--- src/core/ata_rd_pkg.sv ---
package ata_rd_pkg;
  // task-file register indices
  localparam logic [2:0] TF_DATA = 3'h0;
  localparam logic [2:0] TF_ERROR = 3'h1;
  localparam logic [2:0] TF_COUNT = 3'h2;
  localparam logic [2:0] TF_SECT = 3'h3;
  localparam logic [2:0] TF_CYL_LO = 3'h4;
  localparam logic [2:0] TF_CYL_HI = 3'h5;
  localparam logic [2:0] TF_DEV_HEAD = 3'h6;
  localparam logic [2:0] TF_STATUS = 3'h7;
  // command codes
  localparam logic [7:0] CMD_READ = 8'h20;
  localparam logic [7:0] CMD_READ_NR = 8'h21;
  localparam logic [7:0] CMD_VERIFY = 8'h40;
  localparam logic [7:0] CMD_VERIFY_NR = 8'h41;
  localparam logic [7:0] CMD_READ_MULT = 8'hC4;
  localparam logic [7:0] CMD_NATIVE_MAX = 8'hF8;
  // status and error bit positions
  localparam int ST_BSY = 7;
  localparam int ST_RDY = 6;
  localparam int ST_DF = 5;
  localparam int ST_DSC = 4;
  localparam int ST_DRQ = 3;
  localparam int ST_COR = 2;
  localparam int ST_ERR = 0;
  localparam int ER_UNC = 6;
  localparam int ER_ABT = 2;
  // device/head field layout
  localparam int DH_LBA = 6;
  localparam int DH_DEV = 4;
  localparam logic [7:0] DH_FIXED = 8'hA0;
  // sector sizing
  localparam logic [7:0] LAST_WORD = 8'hFF;
  localparam logic [8:0] ZERO_COUNT_SECTORS = 9'h100;
  localparam logic [8:0] ONE_SECTOR = 9'h001;
  localparam int FIFO_DEPTH = 8;
  localparam int WORD_W = 16;

  typedef struct packed {
    logic [3:0] head;
    logic [15:0] cyl;
    logic [7:0] sect;
  } tf_addr_s;

  typedef struct packed {
    tf_addr_s addr;
    logic lba;
    logic retry_off;
    logic stream;
  } media_req_s;

  typedef enum logic [1:0] {S_IDLE, S_ISSUE, S_WAIT, S_DRQ} exec_state_e;
endpackage : ata_rd_pkg

--- src/core/word_fifo.sv ---
`timescale 1ns/1ns
`default_nettype none
module word_fifo #(
  parameter int WIDTH = 16,
  parameter int DEPTH = 8
) (
  input wire logic mclk, // clock
  input wire logic rst_b, // async reset, low
  input wire logic flush, // drop all contents
  input wire logic in_valid, // write offered
  output logic in_ready, // room available
  input wire logic [WIDTH-1:0] in_data, // write word
  output logic out_valid, // word available
  input wire logic out_ready, // consumer takes word
  output logic [WIDTH-1:0] out_data // head word
);
  localparam int AW = $clog2(DEPTH);
  logic [WIDTH-1:0] mem [DEPTH];
  logic [AW-1:0] wr_ptr;
  logic [AW-1:0] rd_ptr;
  logic [AW:0] fill;
  logic push;
  logic pop;
  logic [AW:0] next_fill;

  assign push = in_valid && in_ready;
  assign pop = out_valid && out_ready;
  assign out_data = mem[rd_ptr];

  always_comb begin
    next_fill = fill;
    if (push && !pop) next_fill = fill + 1'b1;
    else if (pop && !push) next_fill = fill - 1'b1;
  end

  always_ff @(posedge mclk) begin
    if (push) mem[wr_ptr] <= in_data;
  end

  // flags registered so full and empty never glitch
  always_ff @(posedge mclk or negedge rst_b) begin
    if (!rst_b) begin
      wr_ptr <= '0;
      rd_ptr <= '0;
      fill <= '0;
      in_ready <= 1'b0;
      out_valid <= 1'b0;
    end else if (flush) begin
      wr_ptr <= '0;
      rd_ptr <= '0;
      fill <= '0;
      in_ready <= 1'b1;
      out_valid <= 1'b0;
    end else begin
      if (push) wr_ptr <= (wr_ptr == AW'(DEPTH - 1)) ? '0 : wr_ptr + 1'b1;
      if (pop) rd_ptr <= (rd_ptr == AW'(DEPTH - 1)) ? '0 : rd_ptr + 1'b1;
      fill <= next_fill;
      in_ready <= (next_fill != (AW+1)'(DEPTH));
      out_valid <= (next_fill != '0);
    end
  end
endmodule : word_fifo
`default_nettype wire

--- src/core/addr_stepper.sv ---
`timescale 1ns/1ns
`default_nettype none
module addr_stepper #(
  parameter logic [7:0] MAX_SECT = 8'h3F,
  parameter logic [3:0] MAX_HEAD = 4'hF
) (
  input wire ata_rd_pkg::tf_addr_s cur, // current sector address
  input wire logic lba, // logical-block mode
  output ata_rd_pkg::tf_addr_s nxt // following sector address
);
  logic [27:0] lin;

  assign lin = {cur.head, cur.cyl, cur.sect} + 28'h0000001;

  always_comb begin
    nxt = cur;
    if (lba) begin
      nxt = lin;
    end else if (cur.sect < MAX_SECT) begin
      nxt.sect = cur.sect + 8'h01;
    end else begin
      // sectors count from one in this mode
      nxt.sect = 8'h01;
      if (cur.head < MAX_HEAD) begin
        nxt.head = cur.head + 4'h1;
      end else begin
        nxt.head = 4'h0;
        nxt.cyl = cur.cyl + 16'h0001;
      end
    end
  end
endmodule : addr_stepper
`default_nettype wire

--- src/core/ata_read_command_executor.sv ---
`timescale 1ns/1ns
`default_nettype none
module ata_read_command_executor #(
  parameter logic [27:0] NATIVE_MAX_LBA = 28'h0FFFFFF,
  parameter logic [15:0] NATIVE_MAX_CYL = 16'h3FFF,
  parameter logic [3:0] NATIVE_MAX_HEAD = 4'hF,
  parameter logic [7:0] NATIVE_MAX_SECT = 8'h3F
) (
  input wire logic mclk, // 10 MHz clock
  input wire logic rst_b, // async reset, low
  input wire logic [2:0] tf_addr, // task-file register index
  input wire logic tf_wr, // register write strobe
  input wire logic tf_rd, // register read strobe
  input wire logic [7:0] tf_wdata, // write byte
  output logic [15:0] tf_rdata, // read data, one cycle after strobe
  output logic intrq, // host interrupt level
  input wire logic [7:0] multiple_count, // sectors per block for multi read
  output logic med_req, // media sector request pulse
  output ata_rd_pkg::media_req_s med_cmd, // request details
  input wire logic med_ack, // media answer pulse
  input wire logic med_unc, // sector uncorrectable, with ack
  input wire logic med_word_valid, // media data word offered
  output logic med_word_ready, // buffer can take a word
  input wire logic [15:0] med_word // media data word
);
  ata_rd_pkg::exec_state_e state;
  ata_rd_pkg::tf_addr_s addr;
  ata_rd_pkg::tf_addr_s step_addr;
  logic [8:0] tf_count;
  logic [7:0] err_reg;
  logic err;
  logic lba;
  logic dev;
  logic [7:0] cur_cmd;
  logic is_verify;
  logic is_mult;
  logic [7:0] word_cnt;
  logic [7:0] blk_cnt;
  logic [7:0] status;
  logic fifo_valid;
  logic [15:0] fifo_data;
  logic cmd_wr;
  logic pop;
  logic sector_done;
  logic ack_ok;
  logic irq_set;
  logic irq_clr;

  // ---------------------------------------------------------------
  // decode and helpers
  // ---------------------------------------------------------------
  assign cmd_wr = tf_wr && (tf_addr == ata_rd_pkg::TF_STATUS) && (state == ata_rd_pkg::S_IDLE);
  assign pop = tf_rd && (tf_addr == ata_rd_pkg::TF_DATA) && (state == ata_rd_pkg::S_DRQ)
               && fifo_valid;
  assign sector_done = pop && (word_cnt == ata_rd_pkg::LAST_WORD);
  assign ack_ok = (state == ata_rd_pkg::S_WAIT) && med_ack && !med_unc;

  always_comb begin
    status = 8'h00;
    status[ata_rd_pkg::ST_BSY] = (state == ata_rd_pkg::S_ISSUE)
                                 || (state == ata_rd_pkg::S_WAIT);
    status[ata_rd_pkg::ST_RDY] = 1'b1;
    status[ata_rd_pkg::ST_DSC] = 1'b1;
    status[ata_rd_pkg::ST_DRQ] = (state == ata_rd_pkg::S_DRQ) && fifo_valid;
    status[ata_rd_pkg::ST_ERR] = err;
  end

  addr_stepper #(
    .MAX_SECT(NATIVE_MAX_SECT),
    .MAX_HEAD(NATIVE_MAX_HEAD)
  ) u_step (
    .cur(addr),
    .lba(lba),
    .nxt(step_addr)
  );

  // verify never streams, so the buffer only ever holds read data
  word_fifo #(
    .WIDTH(ata_rd_pkg::WORD_W),
    .DEPTH(ata_rd_pkg::FIFO_DEPTH)
  ) u_fifo (
    .mclk(mclk),
    .rst_b(rst_b),
    .flush(cmd_wr),
    .in_valid(med_word_valid),
    .in_ready(med_word_ready),
    .in_data(med_word),
    .out_valid(fifo_valid),
    .out_ready(pop),
    .out_data(fifo_data)
  );

  // ---------------------------------------------------------------
  // command sequencing and task file
  // ---------------------------------------------------------------
  always_ff @(posedge mclk or negedge rst_b) begin
    if (!rst_b) begin
      state <= ata_rd_pkg::S_IDLE;
      addr <= '0;
      tf_count <= '0;
      err_reg <= 8'h00;
      err <= 1'b0;
      lba <= 1'b0;
      dev <= 1'b0;
      cur_cmd <= 8'h00;
      is_verify <= 1'b0;
      is_mult <= 1'b0;
    end else begin
      unique case (state)
        ata_rd_pkg::S_IDLE: begin
          // host may only rewrite the task file while no command is running
          if (tf_wr) begin
            unique case (tf_addr)
              ata_rd_pkg::TF_COUNT: tf_count <= {1'b0, tf_wdata};
              ata_rd_pkg::TF_SECT: addr.sect <= tf_wdata;
              ata_rd_pkg::TF_CYL_LO: addr.cyl[7:0] <= tf_wdata;
              ata_rd_pkg::TF_CYL_HI: addr.cyl[15:8] <= tf_wdata;
              ata_rd_pkg::TF_DEV_HEAD: begin
                addr.head <= tf_wdata[3:0];
                lba <= tf_wdata[ata_rd_pkg::DH_LBA];
                dev <= tf_wdata[ata_rd_pkg::DH_DEV];
              end
              default: ;
            endcase
          end
          if (cmd_wr) begin
            cur_cmd <= tf_wdata;
            err <= 1'b0;
            err_reg <= 8'h00;
            is_verify <= (tf_wdata == ata_rd_pkg::CMD_VERIFY)
                         || (tf_wdata == ata_rd_pkg::CMD_VERIFY_NR);
            is_mult <= (tf_wdata == ata_rd_pkg::CMD_READ_MULT);
            unique case (tf_wdata)
              ata_rd_pkg::CMD_READ, ata_rd_pkg::CMD_READ_NR, ata_rd_pkg::CMD_READ_MULT,
              ata_rd_pkg::CMD_VERIFY, ata_rd_pkg::CMD_VERIFY_NR: begin
                if (tf_count == '0) tf_count <= ata_rd_pkg::ZERO_COUNT_SECTORS;
                state <= ata_rd_pkg::S_ISSUE;
              end
              ata_rd_pkg::CMD_NATIVE_MAX: begin
                // fixed geometry; a host-set limit never reaches here
                if (lba) addr <= NATIVE_MAX_LBA;
                else addr <= {NATIVE_MAX_HEAD, NATIVE_MAX_CYL, NATIVE_MAX_SECT};
              end
              default: begin
                err <= 1'b1;
                err_reg[ata_rd_pkg::ER_ABT] <= 1'b1;
              end
            endcase
          end
        end
        ata_rd_pkg::S_ISSUE: state <= ata_rd_pkg::S_WAIT;
        ata_rd_pkg::S_WAIT: begin
          if (med_ack && med_unc) begin
            // failing sector stays in the address registers
            err <= 1'b1;
            err_reg[ata_rd_pkg::ER_UNC] <= 1'b1;
            state <= ata_rd_pkg::S_IDLE;
          end else if (ack_ok && is_verify) begin
            tf_count <= tf_count - ata_rd_pkg::ONE_SECTOR;
            if (tf_count == ata_rd_pkg::ONE_SECTOR) begin
              state <= ata_rd_pkg::S_IDLE;
            end else begin
              addr <= step_addr;
              state <= ata_rd_pkg::S_ISSUE;
            end
          end else if (ack_ok) begin
            state <= ata_rd_pkg::S_DRQ;
          end
        end
        ata_rd_pkg::S_DRQ: begin
          if (sector_done) begin
            tf_count <= tf_count - ata_rd_pkg::ONE_SECTOR;
            if (tf_count == ata_rd_pkg::ONE_SECTOR) begin
              state <= ata_rd_pkg::S_IDLE;
            end else begin
              addr <= step_addr;
              state <= ata_rd_pkg::S_ISSUE;
            end
          end
        end
      endcase
    end
  end

  // ---------------------------------------------------------------
  // media request and word counting
  // ---------------------------------------------------------------
  always_ff @(posedge mclk or negedge rst_b) begin
    if (!rst_b) begin
      med_req <= 1'b0;
      med_cmd <= '0;
    end else begin
      med_req <= (state == ata_rd_pkg::S_ISSUE);
      if (state == ata_rd_pkg::S_ISSUE) begin
        med_cmd.addr <= addr;
        med_cmd.lba <= lba;
        med_cmd.retry_off <= cur_cmd[0] && !is_mult;
        med_cmd.stream <= !is_verify;
      end
    end
  end

  always_ff @(posedge mclk or negedge rst_b) begin
    if (!rst_b) begin
      word_cnt <= 8'h00;
      blk_cnt <= 8'h00;
    end else begin
      if (cmd_wr) begin
        word_cnt <= 8'h00;
        blk_cnt <= 8'h00;
      end else if (pop) begin
        word_cnt <= word_cnt + 8'h01;
        if (sector_done) begin
          // a block size of zero or one degrades to one interrupt per sector
          blk_cnt <= (blk_cnt + 8'h01 >= multiple_count) ? 8'h00 : blk_cnt + 8'h01;
        end
      end
    end
  end

  // ---------------------------------------------------------------
  // host interrupt and read port
  // ---------------------------------------------------------------
  assign irq_set = (ack_ok && !is_verify && (!is_mult || blk_cnt == 8'h00))
                   || ((state == ata_rd_pkg::S_WAIT) && med_ack && (med_unc || is_verify
                       && tf_count == ata_rd_pkg::ONE_SECTOR))
                   || (cmd_wr && !(tf_wdata inside {ata_rd_pkg::CMD_READ,
                       ata_rd_pkg::CMD_READ_NR, ata_rd_pkg::CMD_READ_MULT,
                       ata_rd_pkg::CMD_VERIFY, ata_rd_pkg::CMD_VERIFY_NR}));
  assign irq_clr = tf_rd && (tf_addr == ata_rd_pkg::TF_STATUS);

  // a new event beats the status read that would clear it
  always_ff @(posedge mclk or negedge rst_b) begin
    if (!rst_b) intrq <= 1'b0;
    else if (irq_set) intrq <= 1'b1;
    else if (irq_clr) intrq <= 1'b0;
  end

  always_ff @(posedge mclk or negedge rst_b) begin
    if (!rst_b) begin
      tf_rdata <= 16'h0000;
    end else if (tf_rd) begin
      unique case (tf_addr)
        ata_rd_pkg::TF_DATA: tf_rdata <= pop ? fifo_data : 16'h0000;
        ata_rd_pkg::TF_ERROR: tf_rdata <= {8'h00, err_reg};
        ata_rd_pkg::TF_COUNT: tf_rdata <= {8'h00, tf_count[7:0]};
        ata_rd_pkg::TF_SECT: tf_rdata <= {8'h00, addr.sect};
        ata_rd_pkg::TF_CYL_LO: tf_rdata <= {8'h00, addr.cyl[7:0]};
        ata_rd_pkg::TF_CYL_HI: tf_rdata <= {8'h00, addr.cyl[15:8]};
        ata_rd_pkg::TF_DEV_HEAD: begin
          tf_rdata <= {8'h00, ata_rd_pkg::DH_FIXED | {1'b0, lba, 1'b0, dev, addr.head}};
        end
        ata_rd_pkg::TF_STATUS: tf_rdata <= {8'h00, status};
      endcase
    end
  end
endmodule : ata_read_command_executor
`default_nettype wire

--- config.mk ---
export PLATFORM = sky130hd
export DESIGN_NAME = ata_read_command_executor
export DESIGN_NICKNAME = d
export VERILOG_FILES = /design/src/core/ata_rd_pkg.sv /design/src/core/word_fifo.sv /design/src/core/addr_stepper.sv /design/src/core/ata_read_command_executor.sv
export SDC_FILE = /design/constraint.sdc
export NUM_CORES = 1
export LEC_CHECK = 0
export ABC_CLOCK_PERIOD_IN_PS = 2500
export BUFFER_PORTS_ARGS = -buffer_cell sky130_fd_sc_hd__buf_2
export CAP_MARGIN = 20
export CORE_ASPECT_RATIO = 2
export CORE_MARGIN = 10
export CORE_UTILIZATION = 55
export DETAILED_ROUTE_END_ITERATION = 16
export HOLD_SLACK_MARGIN = 0.03
export PLACE_DENSITY = 0.88
export SETUP_SLACK_MARGIN = 0.02
export SLEW_MARGIN = 10
export SYNTH_ARGS = -nofsm -noshare
export SYNTH_HDL_FRONTEND = slang
export SYNTH_SLANG_ARGS = --single-unit
--- constraint.sdc ---
create_clock -name mclk -period 2.5 [get_ports mclk]
set_clock_uncertainty 0.05 [all_clocks]
set_input_delay 0.25 -clock mclk [delete_from_list [all_inputs] [get_ports mclk]]
set_output_delay 0.25 -clock mclk [all_outputs]
set_load 0.02 [all_outputs]
==> results.cfg <==
[run_status]
outcome = complete, no violations

[worst_hold_path]
hold_path_end = is_verify
hold_path_class = in2reg
min_path_cells = 2
min_from = tf_wdata[7]

[synthesis]
synth_top_family_by_area = compound AO/OA/AOI/OAI gates
async_reset_ff_share_pct = 49.2
synth_most_common_cell = edfxtp_1
synthMuxAreaShare_pct = 12.0
synth_edf_count = 128
synthAdderAreaFrac_pct = 2.84
synth.net_count = 1099
synth_area_per_cell_um2 = 12.0
yosysWarnings = 0
synth-simple-area-share_pct = 11.8
ys_types = 66
netlist_top_cells_count = edfxtp_1 (128), dfrtp_1 (124), nand2_1 (80), nor2_1 (74), a21oi_1 (64)
synth_area_leader_cell = edfxtp_1
synthTopCellsByArea = edfxtp_1 (31%), dfrtp_1 (25%), mux4_2 (6.2%)
yosysSeqAreaShare_pct = 56.3
synthCells = 1029
synth_top_area_share_pct = 31.1
synth_compound_area_share_pct = 12.7
synthFlopType = edfxtp_1
syn_area_mm2 = 0.0123
yosys.area_share.xor_xnor_pct = 1.21
ys_ff_latch = 252

[drt]
routed-via-count = 9441
first_pass_iters = 5
routed-wl-met2_um = 19000
wirelength_um = 34800
met3_length_um = 1780
drt_iter0_drc = 756
vias_per_cell = 6.34
wl_per_cell_um = 23.4
met1Wirelength_um = 11700
drc_errors = 0
ant_nets = 0
routed.top_layer = met4

[power_and_ir_drop]
p_int_mw = 10.3
leakagePower_nw = 5.87
power.total_mw = 16.7
powerDensity_mw_per_mm2 = 1130
switching_power_mw = 6.38
clkPwrFrac_pct = 21.8
seqPwrFrac_pct = 36.9
sw_frac_of_total_pct = 38.2
ir_drop_mv = 0.835
pwr-share-comb_pct = 41.3

[critical_path]
path_class = reg2reg
critical_path_arrival_ns = 2.90
reg2reg_slack_ns = 0.01
required_ns = 2.91
crit_fanout = 8
worst_r2r_endpoint = blk_cnt[6]
regToRegStartpoint = blk_cnt[0]
ff2ff_path_depth = 11
start_kind = register
cp-end-kind = register

[layout]
fin_cells = 1490
nFillCells = 1643
post-route-util_pct = 66.6
synthToLayoutAreaGrowth_pct = 19.6
top_register = u_fifo.mem
reg_top3 = u_fifo.mem (128), med_cmd (31), addr (28)
fin_area_mm2 = 0.0148
largest_reg_flops = 128
nNetsFinal = 1266
drive_above_1_share_pct = 27.0

[floorplanning]
die_w_um = 126
io-pin-count = 92
rows = 77
initial_core_util_pct = 55.7
dieHeight_um = 232
dieArea_mm2 = 0.0292
coreArea_mm2 = 0.0222

[grt]
grt_pass1_wl_um = 54100
antenna_found_initial = 2
grt_max_degree = 44
grt_overflow_total = 0
grt_util_all_layers_pct = 23.1
grt_pass1_vias = 9848

[timing]
fin_crit_ns = 2.49
max_freq_ghz = 0.402
maxSlewViolCount = 0
rsz0062_at_grt = yes
relSlewSlack_pct = 56.7
final-setup-viol-count = 0
tightest_slew_ns = 0.650
hold_violations = 0
hold_slack_ns = 0.0903
final.period_utilization_pct = 99.5

[placed_design]
dpl.hpwl_um = 24300
numPortBuffers = 91
place_congestion = 0.991
postPlaceCellArea_mm2 = 0.0136
place_inst = 1417

[cts]
h-tree-depth = 1
cts_tree = built
cts_made_buffers = 22
cts-root-buf = clkbuf_16
clock_path_buffers = 3
clkTransAtPathRegs_ns = 0.07
insertion_delay_ns = 0.54
cts_sinks = 252

[flow_run]
cap_violations = 0
layout make-up:
type | instances | area (um^2) | area share [%]
well taps | 276 | 345 | 2.34
repair buffers | 205 | 1440 | 9.78
inverters | 38 | 143 | 0.967
diodes | 2 | 5.00 | 0.0339
flip-flops and latches | 252 | 6950 | 47.1
multi-input cells | 677 | 5110 | 34.7
clock buffers | 27 | 601 | 4.07
clock inverters | 13 | 158 | 1.07
metal layers:
metal	track usage [%]	vias to the layer above
met2	43.0	378
li1	-	4221
met1	23.2	4694
met3	2.99	148
met5	0	-
met4	14.9	0
critical path, stage by stage, from the launching register on:
cell,delay (ns)
dfrtp_1,0.39
buf_4,0.16
and3_1,0.18
nand3_2,0.10
nor2_1,0.14
xor2_1,0.22
ha_1,0.31
a2111oi_4,0.31
o211ai_1,0.14
buf_4,0.19
nand2b_1,0.16
nand2_1,0.07
power by group through the flow:
stage	combinational, mW	sequential, mW	clock [mW]
global route	7.46	6.25	3.83
finish	6.90	6.16	3.63
floorplan	4.13	6.26	0
global placement	6.59	6.15	0
CTS	6.84	6.13	3.66
detailed placement	6.76	6.20	0
how the worst max path moves through the flow:
stage                           from         end  slack (ns)  cells after the start
after floorplan           blk_cnt[0]  blk_cnt[3]        0.11                     10
after global placement    blk_cnt[0]  blk_cnt[7]       -0.12                     10
after detailed placement  blk_cnt[0]  blk_cnt[3]       -0.21                     10
after CTS                 blk_cnt[1]  blk_cnt[2]        0.04                     11
after global routing      blk_cnt[0]  blk_cnt[6]       -0.15                     11
final                     blk_cnt[0]  blk_cnt[6]        0.01                     11
through the flow:
step / setup WS, ns / TNS, ns
2_1_floorplan: 0.108 / 0
3_3_place_gp: -0.115 / -0.735
3_5_place_dp: -0.213 / -1.59
4_1_cts: 0.0419 / 0
5_1_grt: -0.153 / -1.02
6_report: 0.0125 / 0
placed cells by master, fill, tap and decap left out, types with 34 or more instances in the layout:
cell / netlist / final
edfxtp_1: 128 / 128
mux4_2: 34 / 34
nor2_1: 74 / 73
buf_4: 0 / 87
inv_1: 38 / 38
a21oi_1: 64 / 62
dfrtp_1: 124 / 123
o21ai_0: 49 / 47
buf_2: 10 / 90
mux2_2: 40 / 40
nand2_1: 80 / 78
timing repair:
| item | in CTS | in global routing |
|---|---|---|
| setup buffers | 6 | 3 |
| hold buffers | 22 | 0 |
| gates resized for setup | 3 | 18 |
| pin swaps | 5 | 8 |
| endpoints found under the hold margin | 173 | 0 |
| endpoints found under the setup margin | 8 | 10 |
logic make-up after synthesis:
logic type               count (synthesis)
AO/OA/AOI/OAI                          243
buffers and inverters                  100
flip-flops                             252
multiplexers                           101
adder cells (fa/ha/maj)                 28
AND/OR/NAND/NOR                        288
XOR/XNOR                                17
(Power assumes the default switching activity.)
